**src/hdl/dasc_pkg.sv**
```systemverilog
// Constants and types shared by the ADC scan DMA control block
package dasc_pkg;

    // ------------------------------------------------------------------
    // Bus and register map
    // ------------------------------------------------------------------
    localparam int unsigned ADDR_W   = 14;
    localparam int unsigned INDEX_W  = 12;

    // Register indices; byte address is four times the index
    localparam logic [INDEX_W-1:0] IDX_RESULT_BASE  = 12'hfbd;
    localparam logic [INDEX_W-1:0] IDX_SCAN_CONTROL = 12'hfbe;
    localparam logic [INDEX_W-1:0] IDX_SCAN_STATUS  = 12'hfbf;
    localparam logic [INDEX_W-1:0] IDX_EVT_STATUS   = 12'hfc0;
    localparam logic [INDEX_W-1:0] IDX_EVT_CLEAR    = 12'hfc1;
    localparam logic [INDEX_W-1:0] IDX_EVT_ENABLE   = 12'hfc2;

    // ------------------------------------------------------------------
    // Field layout
    // ------------------------------------------------------------------
    localparam int unsigned CTL_EN_BIT    = 7;
    localparam int unsigned CTL_SCAN_IRQ_ENABLE_BIT = 6;
    localparam int unsigned CUR_LSB       = 4;
    localparam int unsigned FLAG_SCAN     = 2;
    localparam int unsigned FLAG_CH1      = 1;
    localparam int unsigned FLAG_CH0      = 0;
    localparam int unsigned NUM_FLAGS     = 3;

    // ------------------------------------------------------------------
    // Values after reset and limits
    // ------------------------------------------------------------------
    localparam logic [7:0] RST_CONTROL = 8'h00;
    localparam logic [6:0] RST_BASE    = 7'h00;
    localparam logic [2:0] RST_FLAGS   = 3'h0;
    localparam logic [3:0] LAST_MAX    = 4'hb;
    localparam logic [3:0] INPUT_FIRST = 4'h0;

    // ------------------------------------------------------------------
    // State machines
    // ------------------------------------------------------------------
    typedef enum logic [3:0] {
        SCAN_IDLE  = 4'b0001,
        SCAN_START = 4'b0010,
        SCAN_CONV  = 4'b0100,
        SCAN_XFER  = 4'b1000
    } dasc_scan_state_t;

    typedef enum logic [2:0] {
        WR_IDLE = 3'b001,
        WR_HIGH = 3'b010,
        WR_LOW  = 3'b100
    } dasc_wr_state_t;

endpackage : dasc_pkg

```
**src/hdl/dasc_wr_if.sv**
```systemverilog
// Request path from the scan sequencer to the result writer
`timescale 1ns/100ps
`default_nettype none

interface dasc_wr_if;
    logic        req;
    logic [11:0] addr;
    logic [9:0]  data;
    logic        busy;
    logic        done;

    modport seq    (output req, output addr, output data,
                    input busy, input done);
    modport writer (input req, input addr, input data,
                    output busy, output done);
endinterface : dasc_wr_if

`default_nettype wire

```
**src/hdl/dasc_result_writer.sv**
```systemverilog
// Writes one 10-bit result as two bytes into the register file
`timescale 1ns/100ps
`default_nettype none

module dasc_result_writer (
    input  wire logic   core_clk_i,
    input  wire logic   rst_b_i,
    dasc_wr_if.writer   wr,
    output logic        rf_we_o,
    output logic [11:0] rf_addr_o,
    output logic [7:0]  rf_wdata_o,
    input  wire logic   rf_ready_i
);

    dasc_pkg::dasc_wr_state_t state_q;
    logic [1:0]               low_bits_q;
    logic                     done_q;

    assign wr.busy = (state_q != dasc_pkg::WR_IDLE);
    assign wr.done = done_q;

    // RULE15 - high byte first
    always_ff @(posedge core_clk_i) begin
        if (!rst_b_i) begin
            state_q    <= dasc_pkg::WR_IDLE;
            rf_we_o    <= 1'b0;
            rf_addr_o  <= 12'h000;
            rf_wdata_o <= 8'h00;
            low_bits_q <= 2'h0;
            done_q     <= 1'b0;
        end else begin
            done_q <= 1'b0;
            case (state_q)
                dasc_pkg::WR_IDLE: begin
                    if (wr.req) begin
                        rf_we_o    <= 1'b1;
                        rf_addr_o  <= {wr.addr[11:1], 1'b0};
                        rf_wdata_o <= wr.data[9:2];
                        low_bits_q <= wr.data[1:0];
                        state_q    <= dasc_pkg::WR_HIGH;
                    end
                end
                dasc_pkg::WR_HIGH: begin
                    if (rf_ready_i) begin
                        rf_addr_o  <= {rf_addr_o[11:1], 1'b1};
                        rf_wdata_o <= {low_bits_q, 6'h00};
                        state_q    <= dasc_pkg::WR_LOW;
                    end
                end
                dasc_pkg::WR_LOW: begin
                    if (rf_ready_i) begin
                        rf_we_o <= 1'b0;
                        done_q  <= 1'b1;
                        state_q <= dasc_pkg::WR_IDLE;
                    end
                end
                default: begin
                    rf_we_o <= 1'b0;
                    state_q <= dasc_pkg::WR_IDLE;
                end
            endcase
        end
    end

endmodule : dasc_result_writer

`default_nettype wire

```
**src/hdl/dasc_top.sv**
```systemverilog
// ADC scan DMA control: APB registers, scan sequencer, interrupt logic
//
// Overview of operation
// RULE1 - Enable runs scan with transfers; clear stops it, zeroes last field.
// RULE2 - With interrupt enable, interrupt once last input's data has moved.
// RULE3 - With interrupt enable cleared, the scan raises no interrupts.
// RULE4 - Last field N converts inputs 0 to N; legal 0 to 11.
// RULE5 - Each scan starts at input 0, ascending order.
// RULE6 - Each input converts fully, then transfers, before the next input.
// RULE7 - Software writes zeros into control bits five and four.
// RULE8 - Status current input field shows the input now being converted.
// RULE9 - Any status read clears scan, channel 1 and channel 0 flags.
// RULE10 - Handler reading status must service all three flagged sources.
// RULE11 - Scan flag sets when last input transferred and interrupt raised.
// RULE12 - Channel 1 flag sets when channel 1 finishes at end address.
// RULE13 - Channel 0 flag sets when channel 0 finishes at end address.
// RULE14 - Result address is base, input number, then a zero bit.
// RULE15 - Result high byte at even address, rest at following odd.
// RULE16 - After last input the scan restarts at 0 while enabled.
//
// The APB slave port is this design's own decision.
`timescale 1ns/100ps
`default_nettype none

module dasc_top (
    input  wire logic        core_clk_i,
    input  wire logic        rst_b_i,
    // APB slave
    input  wire logic        psel_i,
    input  wire logic        penable_i,
    input  wire logic        pwrite_i,
    input  wire logic [13:0] paddr_i,
    input  wire logic [31:0] pwdata_i,
    output logic [31:0]      prdata_o,
    output logic             pready_o,
    output logic             pslverr_o,
    // ADC converter
    output logic             adc_start_o,
    output logic [3:0]       adc_input_o,
    input  wire logic        adc_done_i,
    input  wire logic [9:0]  adc_data_i,
    // Register file write port
    output logic             rf_we_o,
    output logic [11:0]      rf_addr_o,
    output logic [7:0]       rf_wdata_o,
    input  wire logic        rf_ready_i,
    // General channel completion pulses
    input  wire logic        ch0_done_i,
    input  wire logic        ch1_done_i,
    // Interrupt
    output logic             irq_o
);

    // ------------------------------------------------------------------
    // Declarations
    // ------------------------------------------------------------------
    dasc_wr_if wr_if ();

    dasc_pkg::dasc_scan_state_t state_q;
    logic                       scan_en_q;
    logic                       irq_en_q;
    logic [3:0]                 last_q;
    logic [6:0]                 base_q;
    logic [3:0]                 cur_q;
    logic [2:0]                 flags_q;
    logic [2:0]                 flags_d;
    logic [2:0]                 evt_q;
    logic [2:0]                 evt_d;
    logic [2:0]                 evt_en_q;
    logic [2:0]                 evt_en_d;
    logic [2:0]                 seen_q;
    logic                       scan_done;
    logic [2:0]                 events;
    logic [3:0]                 last_eff;
    logic                       req_q;
    logic [9:0]                 data_q;
    logic                       setup;
    logic                       access;
    logic                       wr_acc;
    logic                       rd_acc;
    logic                       hit;
    logic [11:0]                index;
    logic [7:0]                 rd_val;

    // ------------------------------------------------------------------
    // APB decode
    // ------------------------------------------------------------------
    assign index    = paddr_i[13:2];
    assign setup    = psel_i & ~penable_i;
    assign access   = psel_i & penable_i;
    assign wr_acc   = access & pwrite_i & ~pslverr_o;
    assign rd_acc   = access & ~pwrite_i & ~pslverr_o;
    // Zero wait state: read data is captured in the setup cycle
    assign pready_o = access;

    always_comb begin
        hit = 1'b1;
        case (index)
            dasc_pkg::IDX_RESULT_BASE:  rd_val = {base_q, 1'b0};
            dasc_pkg::IDX_SCAN_CONTROL: rd_val = {scan_en_q, irq_en_q,
                                                  2'b00, last_q};
            // RULE8 - live input number
            dasc_pkg::IDX_SCAN_STATUS:  rd_val = {cur_q, 1'b0, flags_q};
            dasc_pkg::IDX_EVT_STATUS:   rd_val = {5'h00, evt_q};
            dasc_pkg::IDX_EVT_CLEAR:    rd_val = 8'h00;
            dasc_pkg::IDX_EVT_ENABLE:   rd_val = {5'h00, evt_en_q};
            default: begin
                rd_val = 8'h00;
                hit    = 1'b0;
            end
        endcase
    end

    always_ff @(posedge core_clk_i) begin
        if (!rst_b_i) begin
            prdata_o  <= 32'h0000_0000;
            pslverr_o <= 1'b0;
            seen_q    <= 3'h0;
        end else if (setup) begin
            prdata_o  <= pwrite_i ? 32'h0000_0000 : {24'h00_0000, rd_val};
            pslverr_o <= ~hit;
            // Only flags the reader actually saw may be cleared
            seen_q    <= (!pwrite_i && index == dasc_pkg::IDX_SCAN_STATUS)
                         ? flags_q : 3'h0;
        end
    end

    // ------------------------------------------------------------------
    // Control registers
    // ------------------------------------------------------------------
    always_ff @(posedge core_clk_i) begin
        if (!rst_b_i) begin
            scan_en_q <= dasc_pkg::RST_CONTROL[dasc_pkg::CTL_EN_BIT];
            irq_en_q  <= dasc_pkg::RST_CONTROL[dasc_pkg::CTL_SCAN_IRQ_ENABLE_BIT];
            last_q    <= dasc_pkg::RST_CONTROL[3:0];
        end else if (wr_acc && index == dasc_pkg::IDX_SCAN_CONTROL) begin
            scan_en_q <= pwdata_i[dasc_pkg::CTL_EN_BIT];
            irq_en_q  <= pwdata_i[dasc_pkg::CTL_SCAN_IRQ_ENABLE_BIT];
            // RULE1 - disable zeroes last
            last_q    <= pwdata_i[dasc_pkg::CTL_EN_BIT] ? pwdata_i[3:0]
                                                        : 4'h0;
        end
    end

    always_ff @(posedge core_clk_i) begin
        if (!rst_b_i) begin
            base_q   <= dasc_pkg::RST_BASE;
            evt_en_q <= dasc_pkg::RST_FLAGS;
        end else if (wr_acc) begin
            if (index == dasc_pkg::IDX_RESULT_BASE) begin
                base_q <= pwdata_i[7:1];
            end
            if (index == dasc_pkg::IDX_EVT_ENABLE) begin
                evt_en_q <= pwdata_i[2:0];
            end
        end
    end

    // Stored unclamped, so with enable set software reads back what it wrote
    // RULE4 - out of range clamps to 11
    assign last_eff = (last_q > dasc_pkg::LAST_MAX) ? dasc_pkg::LAST_MAX
                                                    : last_q;

    // ------------------------------------------------------------------
    // Scan sequencer
    // ------------------------------------------------------------------
    assign wr_if.req  = req_q;
    // RULE14 - base, input, zero
    assign wr_if.addr = {base_q, cur_q, 1'b0};
    assign wr_if.data = data_q;

    assign adc_input_o = cur_q;

    always_ff @(posedge core_clk_i) begin
        if (!rst_b_i) begin
            state_q     <= dasc_pkg::SCAN_IDLE;
            cur_q       <= dasc_pkg::INPUT_FIRST;
            adc_start_o <= 1'b0;
            req_q       <= 1'b0;
            data_q      <= 10'h000;
            scan_done   <= 1'b0;
        end else begin
            adc_start_o <= 1'b0;
            req_q       <= 1'b0;
            scan_done   <= 1'b0;
            if (!scan_en_q) begin
                // RULE1 - stop and rewind
                state_q <= dasc_pkg::SCAN_IDLE;
                cur_q   <= dasc_pkg::INPUT_FIRST;
            end else begin
                case (state_q)
                    dasc_pkg::SCAN_IDLE: begin
                        // RULE5 - begin at input 0
                        cur_q   <= dasc_pkg::INPUT_FIRST;
                        state_q <= dasc_pkg::SCAN_START;
                    end
                    dasc_pkg::SCAN_START: begin
                        // Wait until an aborted transfer has drained
                        if (!wr_if.busy) begin
                            adc_start_o <= 1'b1;
                            state_q     <= dasc_pkg::SCAN_CONV;
                        end
                    end
                    dasc_pkg::SCAN_CONV: begin
                        // RULE6 - transfer after conversion
                        if (adc_done_i) begin
                            data_q  <= adc_data_i;
                            req_q   <= 1'b1;
                            state_q <= dasc_pkg::SCAN_XFER;
                        end
                    end
                    dasc_pkg::SCAN_XFER: begin
                        if (wr_if.done) begin
                            state_q <= dasc_pkg::SCAN_START;
                            if (cur_q >= last_eff) begin
                                // RULE16 - wrap to input 0
                                cur_q     <= dasc_pkg::INPUT_FIRST;
                                scan_done <= 1'b1;
                            end else begin
                                // RULE5 - ascending order
                                cur_q <= cur_q + 4'h1;
                            end
                        end
                    end
                    default: begin
                        state_q <= dasc_pkg::SCAN_IDLE;
                    end
                endcase
            end
        end
    end

    // ------------------------------------------------------------------
    // Flags and interrupt
    // ------------------------------------------------------------------
    // RULE3 - no scan event when disabled
    // RULE2 - scan event after last transfer
    assign events[dasc_pkg::FLAG_SCAN] = scan_done & irq_en_q;
    // RULE12 - channel 1 completion
    assign events[dasc_pkg::FLAG_CH1]  = ch1_done_i;
    // RULE13 - channel 0 completion
    assign events[dasc_pkg::FLAG_CH0]  = ch0_done_i;

    always_comb begin
        flags_d = flags_q;
        evt_d   = evt_q;
        // RULE9 - read clears flags
        if (rd_acc && index == dasc_pkg::IDX_SCAN_STATUS) begin
            flags_d = flags_q & ~seen_q;
        end
        if (wr_acc && index == dasc_pkg::IDX_EVT_CLEAR) begin
            evt_d = evt_q & ~pwdata_i[2:0];
        end
        // RULE11 - set wins over clear
        flags_d = flags_d | events;
        evt_d   = evt_d | events;
    end

    always_ff @(posedge core_clk_i) begin
        if (!rst_b_i) begin
            flags_q <= dasc_pkg::RST_FLAGS;
            evt_q   <= dasc_pkg::RST_FLAGS;
        end else begin
            flags_q <= flags_d;
            evt_q   <= evt_d;
        end
    end

    // ------------------------------------------------------------------
    // Interrupt output
    // ------------------------------------------------------------------
    // Enable written this cycle counts at once, so the level never lags
    always_comb begin
        evt_en_d = evt_en_q;
        if (wr_acc && index == dasc_pkg::IDX_EVT_ENABLE) begin
            evt_en_d = pwdata_i[2:0];
        end
    end

    always_ff @(posedge core_clk_i) begin
        if (!rst_b_i) begin
            irq_o <= 1'b0;
        end else begin
            irq_o <= |(evt_d & evt_en_d);
        end
    end

    // ------------------------------------------------------------------
    // Result writer
    // ------------------------------------------------------------------
    // Byte pair is atomic: an abort lets it finish
    dasc_result_writer u_writer (
        .core_clk_i (core_clk_i),
        .rst_b_i    (rst_b_i),
        .wr         (wr_if.writer),
        .rf_we_o    (rf_we_o),
        .rf_addr_o  (rf_addr_o),
        .rf_wdata_o (rf_wdata_o),
        .rf_ready_i (rf_ready_i)
    );

endmodule : dasc_top

`default_nettype wire

```
**config.mk**
```make
export PLATFORM = sky130hd
export DESIGN_NAME = dasc_top
export DESIGN_NICKNAME = d
export VERILOG_FILES = /design/src/hdl/dasc_pkg.sv /design/src/hdl/dasc_wr_if.sv /design/src/hdl/dasc_result_writer.sv /design/src/hdl/dasc_top.sv
export SDC_FILE = /design/constraint.sdc
export NUM_CORES = 1
export LEC_CHECK = 0
export BUFFER_PORTS_ARGS = -buffer_cell sky130_fd_sc_hd__buf_2
export CAP_MARGIN = 20
export CORE_ASPECT_RATIO = 0.6
export CORE_MARGIN = 4
export CORE_UTILIZATION = 45
export DETAILED_ROUTE_END_ITERATION = 8
export GPL_TIMING_DRIVEN = 0
export PLACE_DENSITY = 0.81
export SETUP_SLACK_MARGIN = 0.5
export SLEW_MARGIN = 20
export SYNTH_ARGS = -nofsm -noshare
export SYNTH_HDL_FRONTEND = slang
export SYNTH_SLANG_ARGS = --single-unit
```
**constraint.sdc**
```tcl
create_clock -name core_clk_i -period 1.9 [get_ports core_clk_i]
set_input_delay 0.38 -clock core_clk_i [delete_from_list [all_inputs] [get_ports core_clk_i]]
set_output_delay 0.38 -clock core_clk_i [all_outputs]
set_load 0.05 [all_outputs]
```
==> results of run 1 <==
where the power goes:
| part | internal (uW) | total (uW) | switching (uW) |
|---|---|---|---|
| Combinational | 108 | 356 | 248 |
| Clock | 1190 | 1930 | 742 |
| Sequential | 1740 | 1750 | 5.04 |
| Total | 3040 | 4030 | 995 |
synthesized netlist by cell type (all sizes together), types with 2 or more instances:
cell type | n | area, um^2
mux2i | 21 | 210
nor2 | 40 | 150
a211oi | 5 | 37.5
a32oi | 4 | 35.0
a2111oi | 2 | 17.5
buf | 31 | 216
and2 | 7 | 45.1
nand2b | 7 | 43.8
nand4 | 6 | 37.5
nor4b | 2 | 38.8
or3b | 2 | 17.5
a21oi | 33 | 165
clkbuf | 14 | 52.6
dfxtp | 83 | 1660
o21ai | 15 | 75.1
nand3 | 20 | 100
a22oi | 10 | 75.1
nand4b | 3 | 26.3
nand2 | 54 | 210
mux2 | 7 | 86.3
nor3 | 11 | 60.1
o22ai | 2 | 12.5
a31o | 2 | 17.5
a22o | 4 | 35.0
and4b | 2 | 20.0
nand3b | 5 | 37.5
o2bb2ai | 3 | 26.3
inv | 12 | 45.0
nor2b | 5 | 31.3
nor4 | 3 | 18.8
ha | 5 | 62.6
a31oi | 7 | 43.8
worst max-delay path: cells and delay by family (launching register included):
kind                     cells  cell delay (ns)
AO/OA/AOI/OAI                4             0.91
adder cells (fa/ha/maj)      1             0.28
flip-flops                   1             0.35
AND/OR/NAND/NOR              2             0.30
logic make-up (layout without fill, tap and decap cells):
group                    count (synthesis)  after routing
AO/OA/AOI/OAI                           97             97
XOR/XNOR                                 1              1
adder cells (fa/ha/maj)                  5              5
buffers and inverters                   58            170
flip-flops                              83             83
multiplexers                            28             28
other                                    1             24
AND/OR/NAND/NOR                        172            172
per-stage QoR:
| step | worst slack [ns] | TNS [ns] | util |
|---|---|---|---|
| 6_report | -0.0169 | -0.0169 | 0.691 |
| 5_1_grt | -0.128 | -0.268 | 0.691 |
| 4_1_cts | 0.00104 | 0 | 0.624 |
| 3_5_place_dp | -0.0126 | -0.0126 | 0.556 |
| 3_3_place_gp | -0.00559 | -0.00559 | 0.556 |
| 2_1_floorplan | 0.153 | 0 | - |
how the worst max path moves through the flow:
stage	startpoint	cells past startpoint	end
finish	last_q[2]	7	adc_input_o[2]
global route	last_q[2]	7	adc_input_o[2]
CTS	last_q[2]	7	adc_input_o[2]
detailed placement	paddr_i[4]	6	irq_o
global placement	paddr_i[4]	6	irq_o
floorplan	adc_input_o[0]	7	adc_input_o[2]
area by class of cell:
class,count,share of cell area
multi-input cells,327,0.426
clock inverters,6,0.0154
well taps,108,0.0242
repair buffers,96,0.117
plain buffers,45,0.0640
flip-flops and latches,83,0.302
inverters,13,0.00939
clock buffers,10,0.0427
layer usage:
layer | vias up | track usage | share of wire
met5 | - | 0 | 0
met4 | 0 | 0.0878 | 0.020
met3 | 35 | 0.0695 | 0.11
met2 | 223 | 0.338 | 0.45
met1 | 1877 | 0.317 | 0.41
li1 | 1807 | - | -
sequential cells by signal, indices dropped and copies added, names as in the netlist, 4 cells and up:
| register | flops |
|---|---|
| last_q | 4 |
| u_writer.rf_addr_o | 12 |
| base_q | 7 |
| adc_input_o | 4 |
| u_writer.rf_wdata_o | 8 |
| prdata_o | 8 |
| data_q | 10 |
| state_q | 4 |
timing repair:
| action | in CTS | in global routing |
|---|---|---|
| resized for setup | 49 | 120 |
| buffers inserted | 7 | 10 |
| endpoints found under the setup margin | 73 | 75 |
| pin swaps | 8 | 58 |
| gates cloned | 3 | 1 |
| hold buffers | 0 | 0 |
==> results_dict.tcl, run 1 <==
set metrics [dict create \
    outcome "complete, but fails checks" \
    violations "negative setup slack" \
    clk_latency_ns 0.35 \
    max-cap-violations 0 \
    die_w_um 127 \
    r2r_cells 7 \
    finalCritPeriodShare 1.01 \
    grt_pass1_vias 3511 \
    ctsRootBufferMaster "clkbuf_16" \
    clk_pin_slew_ns 0.06 \
    totalPowerFinal_uw 4030 \
    syn_area_um2 3850 \
    hold_viol_final 0 \
    wl_per_cell_um 19.5 \
    slew_violations 0 \
    synth_top_flop_cell "dfxtp_1" \
    cts_max_level 3 \
    cp_slowest_cell "a2111o_1" \
    hold_path_class "primary input to flip-flop" \
    grt_overflow_total 0 \
    area_delta_synth_final_pct 45.1 \
    die_h_um 79.7 \
    regArea_um2 1690 \
    end_kind "flip-flop" \
    cp_cell_sequence "a21o_1, ha_1, nand2b_1, a2111o_1, a21oi_2, a21oi_1, nor3_1" \
    period_minus_slack_ns 1.92 \
    final_cell_mix "dfxtp_1 (70), buf_2 (62), nor2_1 (39), buf_4 (39), nand2_1 (35)" \
    p_per_area_nw_per_um2 721 \
    async_flop_share 0 \
    grt.total_usage 0.230 \
    grt_max_degree 15 \
    crit_path_start_kind "flip-flop" \
    synth_top_family_by_area "simple AND/OR/NAND/NOR gates" \
    ir_drop_uv 509 \
    dr.first_iter.drc_count 472 \
    ant_nets 0 \
    setup_viol 1 \
    synth_cells 445 \
    r2r-end "adc_input_o[2]" \
    skew_ns 0.00532 \
    syn_avg_cell_area_um2 8.66 \
    avgViaCountPerCell 5.73 \
    hold-path-endpoint "data_q[6]" \
    grt_pass1_wl_mm 18.2 \
    synth_simple_gate_area_frac 0.227 \
    antenna_found_initial 0 \
    coreArea_um2 8100 \
    dieArea_um2 10200 \
    power_leakage_uw 0.00233 \
    cts_buffers 9 \
    dpl.hpwl_mm 8.48 \
    required_ns 2.17 \
    arrival_ns 2.18 \
    synth_cell_type_count 58 \
    max_stage_delay_ns 0.39 \
    synth_fa_ha_area_frac 0.0162 \
    path_class "flip-flop to flip-flop" \
    fin_nets 645 \
    port_buffers 75 \
    clock_sinks 83 \
    cts_tree "yes" \
    fp-row-count 25 \
    hold_depth 3 \
    dr.pass1.iters 5 \
    synth_edf_count 0 \
    drcViolationCount 0 \
    critPathMaxFanout 5 \
    start_util 0.476 \
    pin_count 126 \
    layout_commonest_cell "dfxtp_1" \
    fmax_mhz 522 \
    post_dp_cell_area_um2 4500 \
    synth_compound_area_frac 0.163 \
    multiInputGateArea_um2 2380 \
    worst_pin_slew_ns 0.827 \
    rsz0062_at_grt "true" \
    fin_area_um2 5600 \
    ys_seq_area_frac 0.431 \
    ff2ff_setup_slack_ns -0.02 \
    synthXorXnorAreaFrac 0.00227 \
    clock_path_buffers 2 \
    diodes 0 \
    ys.warnings.count 0 \
    via_count 3942 \
    synth_mux_area_frac 0.0769 \
    place_congestion 0.967 \
    drive_above_1_share 0.445 \
    finalWorstSetupSlack_ns -0.0169 \
    fillers 599 \
    hold_slack_ns 0.271 \
    placed_cells 651 \
    worstHoldStart "adc_data_i[6]" \
    r2r_start "last_q[2]" \
    slew_headroom 0.449 \
    ys_ff_latch 83 \
    drt_wl_total_mm 13.4 \
    finalNonFillerCells 688 \
]
(Power assumes the default switching activity.)
==> inputs of run 2 (changes only) <==
PLACE_DENSITY = 0.78   (was 0.81)
SKIP_LAST_GASP = 1   (was not set)
clock period = 1.8 ns   (was 1.9 ns; I/O delays follow)
==> run 2 against run 1 <==
The run still ends with negative setup slack left. Critical path depth is 1 higher. Hold slack worse by 0.014 ns. Total power is 1.1% lower. Die area stayed put. Critical path type unchanged. Highest routed layer unchanged.
==> results_dict.tcl, run 2 (synthesis results as in run 1) <==
set metrics [dict create \
    skew_ns 0.00999 \
    worstHoldStart "adc_data_i[6]" \
    fmax_mhz 520 \
    drcViolationCount 0 \
    clock_path_buffers 2 \
    path_class "flip-flop to flip-flop" \
    grt_max_degree 14 \
    via_count 4044 \
    slew_violations 0 \
    violations "negative setup slack" \
    r2r_start "last_q[2]" \
    diodes 0 \
    finalNonFillerCells 711 \
    ctsRootBufferMaster "clkbuf_16" \
    avgViaCountPerCell 5.69 \
    cts_buffers 9 \
    dr.pass1.iters 5 \
    finalCritPeriodShare 1.07 \
    die_w_um 127 \
    grt_pass1_wl_mm 18.8 \
    p_per_area_nw_per_um2 685 \
    slew_headroom 0.479 \
    grt_overflow_total 0 \
    ir_drop_uv 566 \
    place_congestion 0.912 \
    ant_nets 0 \
    wl_per_cell_um 19.4 \
    pin_count 126 \
    cts_tree "yes" \
    top_regs "u_writer.rf_addr_o x12, data_q x10" \
    drive_above_1_share 0.468 \
    required_ns 2.06 \
    p_int_uw 2970 \
    layout_commonest_cell "buf_4" \
    p_sw_uw 1020 \
    antenna_found_initial 0 \
    max-cap-violations 0 \
    arrival_ns 2.18 \
    setup_viol 4 \
    dr.first_iter.drc_count 339 \
    period_minus_slack_ns 1.92 \
    clkPwrFrac 0.440 \
    seq_power_share 0.462 \
    pwr-share-comb 0.098 \
    totalPowerFinal_uw 3990 \
    placed_cells 651 \
    hold_viol_final 0 \
    coreArea_um2 8100 \
    final_cell_mix "buf_4 (71), dfxtp_1 (66), buf_2 (40)" \
    clk_latency_ns 0.34 \
    clk_pin_slew_ns 0.06 \
    fillers 567 \
    grt_pass1_vias 3627 \
    fin_nets 668 \
    hold_path_class "primary input to flip-flop" \
    rsz0062_at_grt "true" \
    crit_path_start_kind "flip-flop" \
    switching_share 0.254 \
    start_util 0.476 \
    finalWorstSetupSlack_ns -0.124 \
    dieArea_um2 10200 \
    largest_register "u_writer.rf_addr_o" \
    cts_max_level 3 \
    drt_wl_total_mm 13.8 \
    hold_slack_ns 0.256 \
    grt.total_usage 0.238 \
    crit_start "last_q[2]" \
    final_core_util 0.718 \
    power_leakage_uw 0.00253 \
    critPathMaxFanout 4 \
    dpl.hpwl_mm 8.58 \
    area_delta_synth_final_pct 51.0 \
    fp-row-count 25 \
    clock_sinks 83 \
    largest_register_ffs 12 \
    worst_pin_slew_ns 0.782 \
    die_h_um 79.7 \
    dp_slack_ns -0.140 \
    end_kind "flip-flop" \
    port_buffers 75 \
    outcome "complete, but fails checks" \
]
## run 2: final timing paths
path,endpoint,slack [ns],cells past startpoint
hold reg to reg,u_writer.rf_addr_o[3],0.46,2
setup / recovery,adc_input_o[3],-0.12,8
setup reg to reg,adc_input_o[3],-0.12,8
hold / removal,data_q[6],0.26,3
## run 2: through the flow
step | area [um^2] | setup TNS, ns
6_report | 5820 | -0.329
5_1_grt | 5820 | -0.652
4_1_cts | 5300 | -0.222
3_5_place_dp | 4550 | -0.905
3_3_place_gp | 4550 | -0.534
2_1_floorplan | 4040 | 0
## run 2: final cells by class
cell class,instances,area (um^2),area share
repair buffers,119,923,0.159
multi-input cells,327,2360,0.406
clock buffers,13,260,0.0447
plain buffers,45,363,0.0624
inverters,13,56.3,0.00968
well taps,108,135,0.0232
flip-flops and latches,83,1700,0.292
clock inverters,3,21.3,0.00366
## run 2: critical path, stage by stage, from the launching register on
cell      delay, ns
dfxtp_4        0.36
a21o_1         0.19
ha_1           0.28
nand2b_4       0.13
a2111o_1       0.40
buf_4          0.15
nand2_2        0.06
nand4_1        0.10
a31oi_1        0.18
## run 2: per-layer routing
metal	track usage	wire [um]	up-vias
met4	0.0664	332	0
met2	0.360	6190	218
met5	0	0	-
li1	-	-	1851
met3	0.0876	1510	34
met1	0.319	5750	1941
## run 2: repair_timing
action / CTS / global route
setup buffers: 14 / 26
hold buffers: 0 / 0
endpoints found under the setup margin: 100 / 87
pin swaps: 26 / 38
gates cloned: 3 / 1
resized for setup: 106 / 90
## run 2: power groups by stage
stage / registers, uW / clock network, uW / logic [uW]
6_report: 1840 / 1750 / 392
3_5_place_dp: 1890 / 0 / 336
3_3_place_gp: 1890 / 0 / 332
2_1_floorplan: 1890 / 0 / 234
5_1_grt: 1840 / 1860 / 407
4_1_cts: 1840 / 1760 / 357
